### src/temp_alarm_pkg.sv
// Constants, register map and carrier types of the temperature alarm block.
// Assumes one system clock; all users import the whole package.
package temp_alarm_pkg;
	// Register indices selected by the register pointer
	localparam logic [7:0] REG_SETUP = 8'h41;
	localparam logic [7:0] REG_WARN_MASK = 8'h42;
	localparam logic [7:0] REG_OT_MASK = 8'h43;
	localparam logic [7:0] REG_HIGH_STAT = 8'h44;
	localparam logic [7:0] REG_OT_STAT = 8'h45;
	localparam logic [7:0] REG_LOW_STAT = 8'h47;
	// Power-on values
	localparam logic [7:0] SETUP_RST = 8'h00;
	localparam logic [7:0] MASK_RST = 8'h00;
	localparam logic [7:0] PTR_RST = 8'h00;
	localparam logic [7:0] STAT_RST = 8'h00;
	// device_setup field positions
	localparam int BIT_STANDBY = 7;
	localparam int BIT_SOFT_RST = 6;
	localparam int BIT_NO_TIMEOUT = 5;
	localparam int BIT_WIDE = 1;
	// Bits that hold state; the soft reset bit never sticks
	localparam logic [7:0] SETUP_KEEP = 8'hA2;
	// Alert response address as it appears on the wire, read bit set
	localparam logic [7:0] ARA_BYTE = 8'h19;
	// Overtemperature hysteresis in degrees
	localparam logic [8:0] OT_HYST = 9'h004;
	// Bus timeout
	localparam int CLK_KHZ = 40000;
	localparam int TIMEOUT_MS = 25;
	localparam int TIMEOUT_CYC = TIMEOUT_MS * CLK_KHZ;
	// Own slave address; the value is arbitrary
	localparam logic [6:0] DEV_ADDR_DEF = 7'h4C;

	// Serial link sequencer states
	typedef enum logic [3:0] {
		ST_IDLE = 4'h0,
		ST_ADDR = 4'h1,
		ST_ADDR_ACK = 4'h2,
		ST_CMD = 4'h3,
		ST_WDATA = 4'h4,
		ST_RX_ACK = 4'h5,
		ST_TX = 4'h6,
		ST_TX_ACK = 4'h7,
		ST_TX_NEXT = 4'h8
	} link_state_e;

	typedef logic [7:0] byte_t;

	// Converter results; index 0 is local, 1 to 7 are remote
	typedef struct packed {
		byte_t [7:0] temp;
		byte_t [7:0] ot_limit;
		byte_t [7:0] hi_limit;
		byte_t lo_limit;
	} meas_s;

	// One-cycle events from the link sequencer to the registers
	typedef struct packed {
		logic cmd_we;
		logic data_we;
		logic rd_done;
		logic ara_done;
		byte_t data;
	} bus_evt_s;

	// Channel order to warning mask/status layout
	function automatic byte_t warn_order(input byte_t c);
		warn_order = {c[7], c[0], c[6:1]};
	endfunction

	// Channel order to overtemperature mask/status layout
	function automatic byte_t ot_order(input byte_t c);
		ot_order = {c[0], c[7:1]};
	endfunction
endpackage

### src/bit_sync.sv
// Two-stage synchroniser for pins from outside the system clock domain.
// Assumes idle-high open-drain lines, so both stages reset to one.
`timescale 1ns/100ps
module bit_sync #(
	parameter int W = 2
) (
	input wire logic clk_sys, // System clock
	input wire logic rst, // Asynchronous reset
	input wire logic [W-1:0] d, // Raw pin levels
	output logic [W-1:0] q // Synchronised levels
);
	logic [W-1:0] meta; // First stage, read only by q

	// Plain shift; no logic may look at meta
	always_ff @(posedge clk_sys or posedge rst) begin
		if (rst) begin
			meta <= '1;
			q <= '1;
		end else begin
			meta <= d;
			q <= meta;
		end
	end
endmodule

### src/ot_channel.sv
// One overtemperature flag with hysteresis, updated per conversion.
// Assumes temperature and limit share one encoding in either range.
`timescale 1ns/100ps
module ot_channel
	import temp_alarm_pkg::*;
(
	input wire logic clk_sys, // System clock
	input wire logic rst, // Asynchronous reset
	input wire logic clr, // Soft reset
	input wire logic upd, // End of a conversion
	input wire logic [7:0] temp, // Measured temperature
	input wire logic [7:0] limit, // Overtemperature threshold
	output logic flag // Channel overtemperature
);
	logic next_flag;

	// Set above limit, hold until below limit minus hysteresis
	always_comb begin
		next_flag = flag;
		if (clr) begin
			next_flag = 1'b0;
		end else if (upd) begin
			if (temp > limit) begin
				next_flag = 1'b1;
			end else if (({1'b0, temp} + OT_HYST) < {1'b0, limit}) begin
				next_flag = 1'b0;
			end
		end
	end

	always_ff @(posedge clk_sys or posedge rst) begin
		if (rst) begin
			flag <= 1'b0;
		end else begin
			flag <= next_flag;
		end
	end
endmodule

### src/temp_alarm_ctrl.sv
// Alarm outputs, register pointer and setup registers of the monitor.
// Assumes conv_done and meas come from the converter on clk_sys, and
// the two-wire pins are asynchronous and open-drain.
//
// Summary of operation
// - Pending device answers with its own address
// - Arbitration loser stops, keeps warning asserted
// - Alert response clears warning; reasserts if persisting
// - Overtemperature when temperature exceeds channel threshold
// - Overtemperature holds until below threshold minus 4
// - Eight-bit pointer selects register, resets zero
// - Setup bit 7 stops conversions: standby
// - Setup bit 6 restores power-on values, self-clears
// - Setup bit 5 set disables bus timeout
// - Setup bit 1 selects extended range
// - Warning mask bit suppresses its channel
// - Overtemperature mask bit suppresses its channel
// - Warning on high limit exceeded or low
// - Status read clears warning; reasserts if persisting
`timescale 1ns/100ps
module temp_alarm_ctrl
	import temp_alarm_pkg::*;
#(
	parameter logic [6:0] DEV_ADDR = DEV_ADDR_DEF,
	parameter int TIMEOUT_CYCLES = TIMEOUT_CYC
) (
	input wire logic clk_sys, // System clock, 40 MHz
	input wire logic rst, // Asynchronous reset, active high
	input wire logic scl_in, // Serial clock pin level
	input wire logic sda_in, // Serial data pin level
	output logic sda_out, // Serial data drive level, always low
	output logic sda_oe, // Pull serial data low
	output logic alert_oe, // Pull warning line low
	output logic overt_oe, // Pull overtemperature line low
	input wire logic conv_done, // End of a conversion round
	input wire meas_s meas, // Temperatures and limits
	output logic conv_enable, // Converter may run
	output logic wide_range_enable, // Extended data encoding
	output logic soft_reset // Restore power-on values elsewhere
);
	localparam logic [19:0] TMO_LAST = 20'(TIMEOUT_CYCLES - 1);

	// Link sampling
	logic scl_s, sda_s, scl_d, sda_d;
	logic scl_rise, scl_fall, start_cond, stop_cond;
	// Link sequencer
	link_state_e state, next_state;
	logic [3:0] cnt, next_cnt; // Bit count within a byte
	byte_t shreg, next_shreg; // Receive and transmit shifter
	logic ara, next_ara; // Answering an alert response
	logic rd_dir, next_rd_dir; // Addressed for read
	logic next_sda_oe;
	logic [19:0] tmo, next_tmo; // Clock-low time
	logic tmo_hit;
	byte_t rx_byte, tx_src, rd_data;
	bus_evt_s evt;
	// Registers
	byte_t ptr, next_ptr;
	byte_t setup, next_setup;
	byte_t warn_mask, next_warn_mask;
	byte_t ot_mask, next_ot_mask;
	byte_t high_stat, next_high_stat;
	byte_t low_stat, next_low_stat;
	logic next_alert, next_overt, next_soft;
	// Alarm inputs
	logic conv; // Conversion accepted, not in standby
	byte_t hi_c, lo_c, ot_chan, ot_stat, new_high, new_low;
	logic alert_set, rd_high, rd_low;

	// Pins cross into clk_sys before anything reads them
	bit_sync #(.W(2)) u_sync (
		.clk_sys(clk_sys),
		.rst(rst),
		.d({scl_in, sda_in}),
		.q({scl_s, sda_s})
	);

	// Previous synchronised levels for edge detection
	always_ff @(posedge clk_sys or posedge rst) begin
		if (rst) begin
			scl_d <= 1'b1;
			sda_d <= 1'b1;
		end else begin
			scl_d <= scl_s;
			sda_d <= sda_s;
		end
	end

	assign scl_rise = scl_s & ~scl_d;
	assign scl_fall = ~scl_s & scl_d;
	assign start_cond = scl_s & scl_d & sda_d & ~sda_s;
	assign stop_cond = scl_s & scl_d & ~sda_d & sda_s;
	assign rx_byte = {shreg[6:0], sda_s};
	// An alert response sends the own address, else the pointed register
	assign tx_src = ara ? {DEV_ADDR, 1'b0} : rd_data;
	assign tmo_hit = ~setup[BIT_NO_TIMEOUT] & (tmo == TMO_LAST);

	// Readback; unlisted indices belong to other blocks and read zero
	always_comb begin
		case (ptr)
			REG_SETUP: rd_data = setup;
			REG_WARN_MASK: rd_data = warn_mask;
			REG_OT_MASK: rd_data = ot_mask;
			REG_HIGH_STAT: rd_data = high_stat;
			REG_OT_STAT: rd_data = ot_stat;
			REG_LOW_STAT: rd_data = low_stat;
			default: rd_data = 8'h00;
		endcase
	end

	// Link sequencer: bits taken on clock rise, driven after clock fall
	always_comb begin
		next_state = state;
		next_cnt = cnt;
		next_shreg = shreg;
		next_ara = ara;
		next_rd_dir = rd_dir;
		next_sda_oe = sda_oe;
		evt = '0;
		evt.data = rx_byte;
		// Timer runs only while a frame holds the clock low
		if (scl_s || state == ST_IDLE) begin
			next_tmo = '0;
		end else if (tmo != TMO_LAST) begin
			next_tmo = tmo + 20'h00001;
		end else begin
			next_tmo = tmo;
		end
		if (start_cond) begin
			next_state = ST_ADDR;
			next_cnt = 4'h0;
			next_sda_oe = 1'b0;
		end else if (stop_cond || tmo_hit) begin
			// Timeout frees a line held by a stalled host
			next_state = ST_IDLE;
			next_sda_oe = 1'b0;
		end else begin
			case (state)
				ST_ADDR, ST_CMD, ST_WDATA: begin
					if (scl_rise) begin
						next_shreg = rx_byte;
						next_cnt = cnt + 4'h1;
						if (cnt == 4'h7) begin
							next_cnt = 4'h0;
							next_state = ST_RX_ACK;
							if (state == ST_ADDR) begin
								next_state = ST_ADDR_ACK;
								next_ara = 1'b0;
								next_rd_dir = rx_byte[0];
								if (rx_byte == ARA_BYTE && alert_oe) begin
									next_ara = 1'b1;
								end else if (rx_byte[7:1] != DEV_ADDR) begin
									next_state = ST_IDLE; // Not ours
								end
							end else if (state == ST_CMD) begin
								evt.cmd_we = 1'b1;
							end else begin
								evt.data_we = 1'b1;
							end
						end
					end
				end
				ST_ADDR_ACK, ST_RX_ACK: begin
					if (scl_fall && !sda_oe) begin
						next_sda_oe = 1'b1; // Acknowledge
					end else if (scl_fall) begin
						next_sda_oe = 1'b0;
						if (state == ST_ADDR_ACK && rd_dir) begin
							next_state = ST_TX;
							next_shreg = tx_src;
							next_sda_oe = ~tx_src[7];
						end else if (state == ST_ADDR_ACK) begin
							next_state = ST_CMD;
						end else begin
							next_state = ST_WDATA; // Further bytes rewrite
						end
					end
				end
				ST_TX: begin
					if (scl_rise) begin
						if (ara && shreg[7] && !sda_s) begin
							next_state = ST_IDLE; // Lost, no ack
						end else begin
							next_cnt = cnt + 4'h1;
							if (cnt == 4'h7) begin
								evt.rd_done = ~ara;
								evt.ara_done = ara;
							end
						end
					end else if (scl_fall && cnt == 4'h8) begin
						next_sda_oe = 1'b0; // Host acknowledges
						next_state = ST_TX_ACK;
						next_cnt = 4'h0;
					end else if (scl_fall && cnt != 4'h0) begin
						next_shreg = {shreg[6:0], 1'b0};
						next_sda_oe = ~shreg[6];
					end
				end
				ST_TX_ACK: begin
					if (scl_rise) begin
						next_state = sda_s ? ST_IDLE : ST_TX_NEXT;
					end
				end
				ST_TX_NEXT: begin
					if (scl_fall) begin
						next_state = ST_TX;
						next_shreg = tx_src;
						next_sda_oe = ~tx_src[7];
					end
				end
				default: begin
					next_state = ST_IDLE;
				end
			endcase
		end
	end

	always_ff @(posedge clk_sys or posedge rst) begin
		if (rst) begin
			state <= ST_IDLE;
			cnt <= 4'h0;
			shreg <= 8'h00;
			ara <= 1'b0;
			rd_dir <= 1'b0;
			sda_oe <= 1'b0;
			sda_out <= 1'b0;
			tmo <= 20'h00000;
		end else begin
			state <= next_state;
			cnt <= next_cnt;
			shreg <= next_shreg;
			ara <= next_ara;
			rd_dir <= next_rd_dir;
			sda_oe <= next_sda_oe;
			sda_out <= 1'b0;
			tmo <= next_tmo;
		end
	end

	// Standby drops conversion results as well as stopping the converter
	assign conv = conv_done & ~setup[BIT_STANDBY];

	// Per-channel limit compares; both encodings order the same way
	always_comb begin
		for (int i = 0; i < 8; i++) begin
			hi_c[i] = meas.temp[i] > meas.hi_limit[i];
			lo_c[i] = meas.temp[i] < meas.lo_limit;
		end
	end

	// One hysteresis flag per channel
	for (genvar g = 0; g < 8; g++) begin : g_ot
		ot_channel u_ot (
			.clk_sys(clk_sys),
			.rst(rst),
			.clr(soft_reset),
			.upd(conv),
			.temp(meas.temp[g]),
			.limit(meas.ot_limit[g]),
			.flag(ot_chan[g])
		);
	end

	assign ot_stat = ot_order(ot_chan);

	// Register file and alarm latches; a new event beats a status read or alert response clear, soft reset beats all but the overtemperature pin
	always_comb begin
		new_high = conv ? warn_order(hi_c) : 8'h00;
		new_low = conv ? warn_order(lo_c) : 8'h00;
		alert_set = |((new_high | new_low) & ~warn_mask);
		rd_high = evt.rd_done && ptr == REG_HIGH_STAT;
		rd_low = evt.rd_done && ptr == REG_LOW_STAT;
		next_ptr = evt.cmd_we ? evt.data : ptr;
		next_setup = setup;
		next_warn_mask = warn_mask;
		next_ot_mask = ot_mask;
		next_soft = 1'b0;
		if (evt.data_we) begin
			case (ptr)
				REG_SETUP: begin
					// Reserved bits are not stored
					next_setup = evt.data & SETUP_KEEP;
					next_soft = evt.data[BIT_SOFT_RST];
				end
				REG_WARN_MASK: next_warn_mask = evt.data;
				REG_OT_MASK: next_ot_mask = evt.data;
				default: next_soft = 1'b0;
			endcase
		end
		next_high_stat = new_high | (high_stat & ~{8{rd_high}});
		next_low_stat = new_low | (low_stat & ~{8{rd_low}});
		next_alert = alert_set |
			(alert_oe & ~(evt.ara_done | rd_high | rd_low));
		next_overt = |(ot_stat & ~ot_mask);
		if (soft_reset) begin
			// Whole map back to power-on values
			next_ptr = PTR_RST;
			next_setup = SETUP_RST;
			next_warn_mask = MASK_RST;
			next_ot_mask = MASK_RST;
			next_high_stat = STAT_RST;
			next_low_stat = STAT_RST;
			next_alert = 1'b0;
		end
	end

	always_ff @(posedge clk_sys or posedge rst) begin
		if (rst) begin
			ptr <= PTR_RST;
			setup <= SETUP_RST;
			warn_mask <= MASK_RST;
			ot_mask <= MASK_RST;
			high_stat <= STAT_RST;
			low_stat <= STAT_RST;
			alert_oe <= 1'b0;
			overt_oe <= 1'b0;
			soft_reset <= 1'b0;
			conv_enable <= 1'b1;
			wide_range_enable <= 1'b0;
		end else begin
			ptr <= next_ptr;
			setup <= next_setup;
			warn_mask <= next_warn_mask;
			ot_mask <= next_ot_mask;
			high_stat <= next_high_stat;
			low_stat <= next_low_stat;
			alert_oe <= next_alert;
			overt_oe <= next_overt;
			soft_reset <= next_soft;
			conv_enable <= ~next_setup[BIT_STANDBY];
			wide_range_enable <= next_setup[BIT_WIDE];
		end
	end
endmodule

### config.mk
export PLATFORM = sky130hd
export DESIGN_NAME = temp_alarm_ctrl
export DESIGN_NICKNAME = d
export VERILOG_FILES = /design/src/temp_alarm_pkg.sv /design/src/bit_sync.sv /design/src/ot_channel.sv /design/src/temp_alarm_ctrl.sv
export SDC_FILE = /design/constraint.sdc
export NUM_CORES = 1
export LEC_CHECK = 0
export BUFFER_PORTS_ARGS = -buffer_cell sky130_fd_sc_hd__buf_2
export CORE_ASPECT_RATIO = 1.5
export CORE_MARGIN = 2
export CORE_UTILIZATION = 33
export CTS_CLUSTER_SIZE = 20
export DETAILED_ROUTE_END_ITERATION = 12
export GPL_TIMING_DRIVEN = 1
export PLACE_DENSITY_LB_ADDON = 0.12
export SYNTH_ARGS = -nofsm -noshare
export SYNTH_HDL_FRONTEND = slang
export SYNTH_SLANG_ARGS = --single-unit
### constraint.sdc
create_clock -name clk_sys -period 4.9 [get_ports clk_sys]
set_clock_uncertainty 0.05 [all_clocks]
set_input_delay 0.245 -clock clk_sys [delete_from_list [all_inputs] [get_ports clk_sys]]
set_output_delay 0.245 -clock clk_sys [all_outputs]
set_load 0.01 [all_outputs]
* Word level (Yosys, flattened, before mapping) *
Index checks and enable logic that the tools add are counted.

word-level totals
  logic and storage cells = 318
  input bits = 205
  output and inout bits = 7
  flip-flop bits (word level) = 106

operators by class
  bitwise logic cells = 37
  multiplexer cells = 112
  add/sub/neg operators = 10
  equality and inequality tests = 43
  reduce and logical (&&, ||, !) cells = 53
  $lt $le $gt $ge = 32

operators by type and width
  operator                 number
  $mux W8                  24
  $gt A8 B8 Y1             16
  $mux W4                  21
  $add A8 B3 Y9 const B    8
  $lt A9 B8 Y1             8
  $lt A8 B8 Y1             8
  $eq A8 B7 Y1 const B     6
  $pmux W8 S6              1
  $mux W1                  47
  $mux W20                 2
  $ne A4 B4 Y1 const B     9
  $and A8 B8 Y8            4
  $not A8 Y8               4
  $pmux W8 S4              1
  $reduce_bool A3 Y1       9
  $or A8 B8 Y8             3
  $reduce_and A2 Y1        11
  $add A20 B1 Y20 const B  1
  $eq A20 B20 Y1 const B   1
  $eq A4 B3 Y1 const B     5
  $mux W2                  10
  $ne A20 B20 Y1 const B   1
  $ne A5 B5 Y1 const B     4
  $pmux W4 S5              1
  other kinds (28)         82

* Depth between registers and ports, before layout *
Gate-level depths: netlist of the first run.

  depth in word-level cells = 15
  gate-level depth with buffers = 10
  mapped depth without buffers = 9

* By module *
A second synthesis of the first run with hierarchy kept.

unflattened totals
  cell total of the unflattened synthesis = 1348
  area total of the unflattened synthesis = 11656.2 µm²

by module, submodules not included
  module           area an instance (µm²)  cells each  seq. area each (µm²)  times used
  temp_alarm_ctrl  7683.6                  887         2205.9                1
  ot_channel       483.0                   57          25.0                  8
  bit_sync         108.9                   5           105.1                 1

* Worst setup path after synthesis of the first run *
No wires, ideal clock.

  path kind = register to register
  start point = register tmo[11]
  end point = register shreg[0]
  setup time = 0.125 ns
  setup slack = 2.488 ns
  clock period less this slack = 2.412 ns
  stages on the path, launching flop included = 9
  required time = 4.725 ns
  path buffers = 2
  arrival = 2.237 ns
  path through = dfrtp_1 > or4b_1 > or4_1 > o21a_1 > buf_6 > nand2_4 > a211o_2 > buf_6 > mux2_2

on the way
  cells in the longest elaborated chain, start to end = 5

RTL lines
  item                                 RTL line                source
  start: declaration                   temp_alarm_ctrl.sv:53   logic [19:0] tmo, next_tmo;
  start signal: assignment             temp_alarm_ctrl.sv:236  tmo <= next_tmo;
  $eq A20 B20 Y1                       temp_alarm_ctrl.sv:96   assign tmo_hit = ~setup[BIT_NO_TIMEOUT] & (tmo == TMO_LAST);
  $and A1 B1 Y1                        temp_alarm_ctrl.sv:96
  $logic_or A1 B1 Y1                   temp_alarm_ctrl.sv:133  end else if (stop_cond || tmo_hit) begin
  $not A1 Y1 (no source line)          -
  $reduce_and A11 Y1 (no source line)  -
  end signal: assignment               temp_alarm_ctrl.sv:231  shreg <= next_shreg;
  end: declaration                     temp_alarm_ctrl.sv:49   byte_t shreg, next_shreg;

No other way between the ends.
A chain may end at the register's enable or synchronous reset.

* Worst setup path after layout of the first run *
  start point = register ptr[2]
  end point = register alert_oe

on the way
  cells in the longest elaborated chain, start to end = 8
  elaborated cells on any way between the ends = 10
  those cells by class = eq/ne: 2; mux: 1; bitwise: 5; reduce/logical: 2

RTL lines
  item                      RTL line                source
  start: declaration        temp_alarm_ctrl.sv:58   byte_t ptr, next_ptr;
  start signal: assignment  temp_alarm_ctrl.sv:321  ptr <= next_ptr;
  $eq A8 B7 Y1              temp_alarm_ctrl.sv:271  rd_high = evt.rd_done && ptr == REG_HIGH_STAT;
  $logic_and A1 B1 Y1       temp_alarm_ctrl.sv:271
  $or A1 B1 Y1              temp_alarm_ctrl.sv:293  (alert_oe & ~(evt.ara_done | rd_high | rd_low));
  $or A1 B1 Y1 (*)          temp_alarm_ctrl.sv:293
  $not A1 Y1 (*)            temp_alarm_ctrl.sv:293
  $and A1 B1 Y1 (*)         temp_alarm_ctrl.sv:293
  $or A1 B1 Y1 (*)          temp_alarm_ctrl.sv:292  next_alert = alert_set |
  $mux W1 (*)               temp_alarm_ctrl.sv:295  if (soft_reset) begin
  net next_alert            temp_alarm_ctrl.sv:64   logic next_alert, next_overt, next_soft;
  end signal: assignment    temp_alarm_ctrl.sv:327  alert_oe <= next_alert;
  end: declaration          temp_alarm_ctrl.sv:33   output logic alert_oe,

Mark *: on every way through the listed nets, which the timed path passes. The rest lies on a longest branch.

==> qor.yml, run 1 <==
diodes: 0
outcome: "complete, no violations"
rsz0062_at_grt: "no"
cp_cell_sequence: "nor2b_1 > nor3b_2 > nand3_2 > a41oi_1 > a41oi_1"
fin_tns_setup_ps: 0
cp-end-kind: "flop"
drc: 0
hpwl_um: 27270
hold_viol_final: 0
min_to: "u_sync.q[1]"
netlist_area_mm2: 0.01138
synth-seq-cells: 100
syn-num-nets: 1769
antenna_found_initial: 0
reg2reg_depth: 5
path_buf_inv: 0
syn-instance-count: 1321
required_ps: 5030
synth-edff-count: 0
start_kind: "flop"
max_cap_violations: 0
final_nets: 1967
dr.pass1.iters: 6
dpl-instance-area_mm2: 0.01282
tightestPinTransition_ps: 1077
area_growth_pct: 15.57
ys_async_sr_fraction_pct: 100.0
cp_slowest_stage_delay_ps: 650
num_vias: 10190
die-width_um: 155.6
post-cts-setup-buffer-count: 0
dieArea_mm2: 0.03600
period_minus_slack_ps: 2797
final-setup-viol-count: 0
antenna_left: 0
clock-root-buffer: "clkbuf_16"
slowest_stage: "dfrtp_1"
grt_pass1_wl_um: 53630
grt_max_degree: 55
via_per_inst: 5.229
cts_inserted_buffers: 9
drt_wl_total_um: 33500
max_slew_margin_pct: 28.19
slew_violations: 0
htreeDepth: 3
core-area_mm2: 0.03406
final_util_pct: 38.60
clk_pin_slew_worst_paths_ps: 70
tritoncts: "built"
io_pins: 212
whs_ps: 309.7
ys.flop_type: "dfrtp_1"
initial_core_util_pct: 33.40
hold_start: "u_sync.meta[1]"
arrival_ps: 2920
layout-drive-gt1-share_pct: 17.39
cts.sinks: 100
num_rows: 83
clk-insertion-delay-late_ps: 350
drtIter0Drc: 344
grt_pass1_vias: 10290
r2r-start: "ptr[2]"
synth_warnings: 0
period_share_pct: 57.07
final_cell_mix: "ha_1 (243), buf_2 (210), inv_1 (158)"
syn_avg_cell_area_um2: 8.612
gr-total-overflow: 0
grtUsageTotal_pct: 18.65
design_area_mm2: 0.01315
hold_path_depth: 0
port-buffer-count: 210
clock.fmax_ghz: 0.3576
ir_drop_mv: 0.1445
ys_types: 76
drt-wirelength-per-cell_um: 17.19
place.gp.congestion: 0.8553
p_leak_nw: 6.775
die_h_um: 231.4
cts_max_path_buffers: 2
cp_max_fo: 11
critical_path.top_delay_family: "simple AND/OR/NAND/NOR gates"
min_path_type: "flop to flop"
final_common_cell: "ha_1"
power_per_cell_area_mw_per_mm2: 179.6
r2r_end: "alert_oe"
r2r_slack_ps: 2100
ys_seq_area_share_pct: 22.07
crit_top_cell: "a41oi_1"
path_class: "flop to flop"
nFillCells: 3566
-- worst max-delay path by stage --
stage,startpoint,endpoint,slack [ps],cells past startpoint
2_1_floorplan,rst,alert_oe,2000,1
3_3_place_gp,ptr[2],alert_oe,2170,5
3_5_place_dp,ptr[2],alert_oe,2110,5
4_1_cts,ptr[5],alert_oe,2100,7
5_1_grt,ptr[2],alert_oe,1850,5
6_report,ptr[2],alert_oe,2100,5
-- sequential cells by signal (all words and copies together) (netlist names) --
signal / cells
ot_mask: 8
low_stat: 8
g_ot.u_ot.flag: 8
ara: 1
scl_d: 1
high_stat: 8
ptr: 8
setup: 3
soft_reset: 1
tmo: 20
rd_dir: 1
overt_oe: 1
state: 4
alert_oe: 1
sda_d: 1
cnt: 4
u_sync.meta: 2
u_sync.q: 2
shreg: 8
sda_oe: 1
warn_mask: 8
conv_enable: 1
-- metrics by stage --
stage / setup slack (ps) / total power, W / std cells
floorplan: 1998 / 0.001358 / 1321
global placement: 2173 / 0.001635 / 1930
detailed placement: 2111 / 0.001646 / 1930
CTS: 2099 / 0.002392 / 1949
global route: 1852 / 0.002532 / 1949
finish: 2104 / 0.002361 / 1949
-- cell usage after synthesis, types with 12 or more instances --
master,count,area [µm²]
a211o_1,13,113.9
a21o_1,29,217.7
a21oi_1,109,545.5
and3_1,16,100.1
clkbuf_1,15,56.30
dfrtp_1,93,2327
ha_1,243,3040
inv_1,159,596.8
mux2i_1,30,300.3
nand2_1,55,206.5
nand2b_1,16,100.1
nand3_1,46,230.2
nand4_1,27,168.9
nor2_1,90,337.8
nor2b_1,28,175.2
nor3_1,12,60.06
o211ai_1,27,202.7
o21a_1,33,247.7
o21ai_0,60,300.3
o21bai_1,16,120.1
xnor2_1,31,271.5
xor2_1,21,183.9
-- worst register-to-register path: stages (launching register included) --
cell,delay [ps]
dfrtp_1,650
nor2b_1,570
nor3b_2,600
nand3_2,360
a41oi_1,270
a41oi_1,130
-- cell families (layout without fill, tap and decap cells) --
logic type	Yosys count	in the layout	synth area share (%)
other	1	1	0.03296
muxes	40	40	3.828
AOI/OAI and AO/OA	355	355	20.29
buffers and inverters	187	390	6.610
adders and majority gates	243	243	26.73
xor gates and xnor gates	52	52	4.004
DFF	100	100	22.07
and+or+nand+nor	343	343	16.43
-- cell type report --
| class | count | area, µm² | share of cell area (%) |
|---|---|---|---|
| multi-input cells | 1034 | 8115 | 61.72 |
| clock inverters | 5 | 60.06 | 0.4568 |
| flip-flops and latches | 100 | 2512 | 19.11 |
| repair buffers | 215 | 1096 | 8.337 |
| well taps | 425 | 531.8 | 4.045 |
| inverters | 159 | 599.3 | 4.558 |
| clock buffers | 11 | 232.7 | 1.770 |
-- metal layers --
metal | share of wire (%) | GRT usage, % | up-vias | routed length, µm
met3 | 2.1 | 1.421 | 33 | 715
met4 | 1.7 | 4.817 | 0 | 570
met1 | 42 | 22.30 | 4817 | 14200
li1 | - | - | 5178 | -
met2 | 54 | 35.56 | 164 | 18010
met5 | 0 | 0 | - | 0
-- report_power, final --
group | total [W] | internal, W | switching [W]
combinational | 0.000737 | 0.000326 | 0.000411
clock | 0.000738 | 0.000399 | 0.000338
sequential | 0.000887 | 0.000856 | 0.0000315
total | 0.00236 | 0.00158 | 0.000781
-- timing repair --
| item | CTS | global route |
|---|---|---|
| hold endpoints to repair | 49 | 0 |
| gates resized for setup | 0 | 0 |
| hold buffers | 3 | 0 |
No activity file was read; power rests on OpenSTA's default activity.
==> run 2: changes to the inputs <==
==> constraint.sdc (replaced) <==
create_clock -name clk_sys -period 2.61 [get_ports clk_sys]
set_clock_uncertainty 0.05 [all_clocks]
set_input_delay 0.1305 -clock clk_sys [delete_from_list [all_inputs] [get_ports clk_sys]]
set_output_delay 0.1305 -clock clk_sys [all_outputs]
set_load 0.01 [all_outputs]
==> qor.yml, run 2 (same netlist as run 1, synthesis figures left out) <==
hold_viol_final: 0
htreeDepth: 3
fin_tns_setup_ps: 0
clk-insertion-delay-late_ps: 350
path_class: "flop to flop"
register_area_mm2: 0.002512
arrival_ps: 2600
cts.sinks: 100
largest_reg_flops: 20
grt_pass1_vias: 10590
period_minus_slack_ps: 2450
clock-root-buffer: "clkbuf_16"
io_pins: 212
power_per_cell_area_mw_per_mm2: 332.8
max_flop_register: "tmo"
antenna_left: 0
start_kind: "flop"
grt_max_degree: 55
cp-end-kind: "flop"
port-buffer-count: 210
num_rows: 83
die-width_um: 155.6
dieArea_mm2: 0.03600
cp_max_fo: 8
antenna_found_initial: 0
place.gp.congestion: 0.8542
dr.pass1.iters: 5
drc: 0
die_h_um: 231.4
required_ps: 2760
area_growth_pct: 19.71
slew_violations: 0
via_per_inst: 5.180
min_path_type: "primary input to asynchronous set/reset pin"
cts_max_path_buffers: 2
grt_pass1_wl_um: 54430
final_common_cell: "ha_1"
rsz0062_at_grt: "no"
tightestPinTransition_ps: 1081
clk_pin_slew_worst_paths_ps: 70
num_vias: 10370
final-setup-viol-count: 0
layout-drive-gt1-share_pct: 20.30
grtUsageTotal_pct: 18.76
gr-total-overflow: 0
cts_inserted_buffers: 9
final_cell_mix: "ha_1 (243), buf_2 (210), inv_1 (158)"
total_power_w: 0.004532
ir_drop_mv: 0.2948
max_cap_violations: 0
initial_core_util_pct: 33.40
clock.fmax_ghz: 0.4082
final_nets: 2019
drt-wirelength-per-cell_um: 16.81
post-cts-setup-buffer-count: 0
tritoncts: "built"
p_leak_nw: 7.060
outcome: "complete, no violations"
nFillCells: 3563
drt_wl_total_um: 33640
drtIter0Drc: 346
multi_input_comb_area_mm2: 0.008117
hpwl_um: 27700
diodes: 0
max_slew_margin_pct: 27.90
period_share_pct: 93.87
core-area_mm2: 0.03406
==> run 2: layout make-up <==
type / count / area share (%)
inverter: 159 / 4.410
clock inverter: 4 / 0.3951
timing repair buffer: 267 / 11.28
sequential: 100 / 18.45
tap: 425 / 3.905
clock buffer: 12 / 1.957
multi-input combinational: 1034 / 59.60
==> run 2: power breakdown <==
| group | internal (W) | switching, W | total (W) |
|---|---|---|---|
| combinational | 0.000642 | 0.000771 | 0.00141 |
| clock | 0.000827 | 0.000625 | 0.00145 |
| sequential | 0.00161 | 0.0000598 | 0.00167 |
==> run 2: critical path, cell delays in order, from the launching register on <==
cell and delay, ps:
dfrtp_1 380, or4b_1 500, or4_1 420, o21a_2 300, nand4_4 130, or4_4 240
mux2i_1 220, nor2_1 60
==> run 2: final timing paths <==
| path | from | slack [ps] | depth (start not counted) | to |
|---|---|---|---|---|
| hold reg to reg | u_sync.meta[1] | 310 | 0 | u_sync.q[1] |
| setup reg to reg | tmo[11] | 160 | 7 | warn_mask[6] |
| min in group clk_sys | conv_done | 280 | 4 | g_ot[6].u_ot.flag |
| max in group asynchronous | rst | 1670 | 4 | conv_enable |
| hold / removal | rst | 200 | 3 | sda_oe |
| setup / recovery | tmo[11] | 160 | 7 | warn_mask[6] |
==> run 2: what timing repair did <==
item | CTS | global route
hold buffers | 3 | 0
endpoints found under the setup margin | 0 | 8
resized for setup | 0 | 1
endpoints found under the hold margin | 65 | 0
==> run 2: metrics by stage <==
step                      std cells  util, %  hold WS (ps)  setup WS, ps  cell area, µm²
final                          2001    39.98         204.6         160.1           13620
after global routing           2001    39.98         220.2         20.53           13620
after global placement         1982    38.95         43.01         88.41           13270
after detailed placement       1982    38.95         38.57         29.08           13270
after CTS                      2001    39.98         208.5         12.92           13620
after floorplan                1321        -         84.98         198.1           11380
==> run 2: per-layer routing <==
layer	wire length [µm]	GRT usage [%]	up-vias
met5	0	0	-
met4	461	4.014	0
met3	743	1.496	26
met2	18210	35.92	167
met1	14220	22.58	4885
li1	-	-	5287
==> run 3: changes to the inputs <==
--- a/config.mk
+++ b/config.mk
@@ -5,7 +5,7 @@
 export SDC_FILE = /design/constraint.sdc
 export NUM_CORES = 1
 export LEC_CHECK = 0
-export BUFFER_PORTS_ARGS = -buffer_cell sky130_fd_sc_hd__buf_2
+export BUFFER_PORTS_ARGS = -buffer_cell sky130_fd_sc_hd__buf_4
 export CORE_ASPECT_RATIO = 1.5
 export CORE_MARGIN = 2
 export CORE_UTILIZATION = 33
==> qor.yml, run 3 (same netlist as run 1, synthesis figures left out) <==
die-width_um: 155.6
drtIter0Drc: 333
period_share_pct: 93.34
slowest_stage: "or4b_1"
cp_cell_sequence: "or4b_1 > or4_1 > o21a_2 > nand4_4 > or4_4 > mux2i_1 > nor2_1"
rsz0062_at_grt: "no"
num_rows: 83
r2r-start: "tmo[11]"
drt-wirelength-per-cell_um: 17.01
ir_drop_mv: 0.2812
hpwl_um: 28260
tritoncts: "built"
core-area_mm2: 0.03406
final-setup-viol-count: 0
clock-root-buffer: "clkbuf_16"
diodes: 0
total_power_w: 0.004431
final_nets: 2020
path_class: "flop to flop"
initial_core_util_pct: 33.40
grtUsageTotal_pct: 18.84
cts_max_path_buffers: 2
setup.worst_path.start: "tmo[11]"
hold_viol_final: 0
min_path_type: "primary input to flop"
multi_input_comb_area_mm2: 0.008117
slew_violations: 0
htreeDepth: 3
cp_slowest_stage_delay_ps: 510
outcome: "complete, no violations"
max_slew_margin_pct: 53.94
dr.pass1.iters: 4
cp-end-kind: "flop"
required_ps: 2800
start_kind: "flop"
dieArea_mm2: 0.03600
design_area_mm2: 0.01410
die_h_um: 231.4
clk-insertion-delay-late_ps: 350
clock.fmax_ghz: 0.4105
max_cap_violations: 0
dpl-instance-area_mm2: 0.01380
antenna_left: 0
hold_start: "meas[151]"
largest_reg_flops: 20
final_cell_mix: "buf_4 (261), ha_1 (243), inv_1 (158)"
drc: 0
layout-drive-gt1-share_pct: 20.23
hold_path_depth: 5
power_per_cell_area_mw_per_mm2: 314.2
register_area_mm2: 0.002512
gr-total-overflow: 0
grt_max_degree: 49
port-buffer-count: 210
final_common_cell: "buf_4"
grt_pass1_wl_um: 54280
cts.sinks: 100
num_vias: 10450
drt_wl_total_um: 34060
arrival_ps: 2630
cp_max_fo: 8
tightestPinTransition_ps: 689.4
via_per_inst: 5.219
area_growth_pct: 23.97
place.gp.congestion: 0.8728
antenna_found_initial: 0
p_leak_nw: 7.227
cts_inserted_buffers: 9
nFillCells: 3505
grt_pass1_vias: 10520
io_pins: 212
clk_pin_slew_worst_paths_ps: 80
fin_tns_setup_ps: 0
max_flop_register: "tmo"
post-cts-setup-buffer-count: 0
period_minus_slack_ps: 2436
reg2reg_depth: 7
==> run 3: worst paths after layout <==
check | to | slack [ps]
setup / recovery | warn_mask[3] | 170
setup reg to reg | warn_mask[3] | 170
min in group asynchronous | state[2] | 290
max in group asynchronous | soft_reset | 1380
hold / removal | low_stat[0] | 270
hold reg to reg | u_sync.q[0] | 310
==> run 3: cell type report <==
class | count | share of cell area [%]
well taps | 425 | 3.771
clock buffers | 11 | 1.650
inverters | 159 | 4.259
repair buffers | 268 | 14.67
clock inverters | 5 | 0.2750
multi-input cells | 1034 | 57.55
flip-flops and latches | 100 | 17.82
==> run 3: per-stage QoR <==
step	setup WS, ps	instances	utilization (%)	hold WS [ps]
floorplan	198.1	1321	-	84.98
global placement	123.5	1983	40.51	123.3
detailed placement	89.31	1983	40.51	132.8
CTS	76.74	2002	41.40	277.9
global route	25.15	2002	41.40	293.1
finish	173.9	2002	41.40	271.1
==> run 3: repair_timing <==
item,4_1_cts,5_1_grt
hold buffers,3,0
endpoints found under the setup margin,0,10
hold endpoints to repair,12,0
gates resized for setup,0,1
==> run 3: critical path, delay by kind of cell (launching register included) <==
family,cells,cell delay [ps]
flops,1,380
mux,1,220
simple gates,5,1360
compound gates,1,300
==> run 3: power by group <==
group          switching, W  total (W)  internal (W)
sequential        0.0000556    0.00166       0.00161
clock              0.000625    0.00128      0.000652
combinational      0.000771    0.00149      0.000721
==> run 3: layer usage <==
layer | up-vias | routed length [µm] | GRT usage (%)
met5 | - | 0 | 0
li1 | 5287 | - | -
met1 | 4987 | 14280 | 22.23
met2 | 150 | 18640 | 36.75
met4 | 0 | 378 | 3.756
met3 | 24 | 761 | 1.477
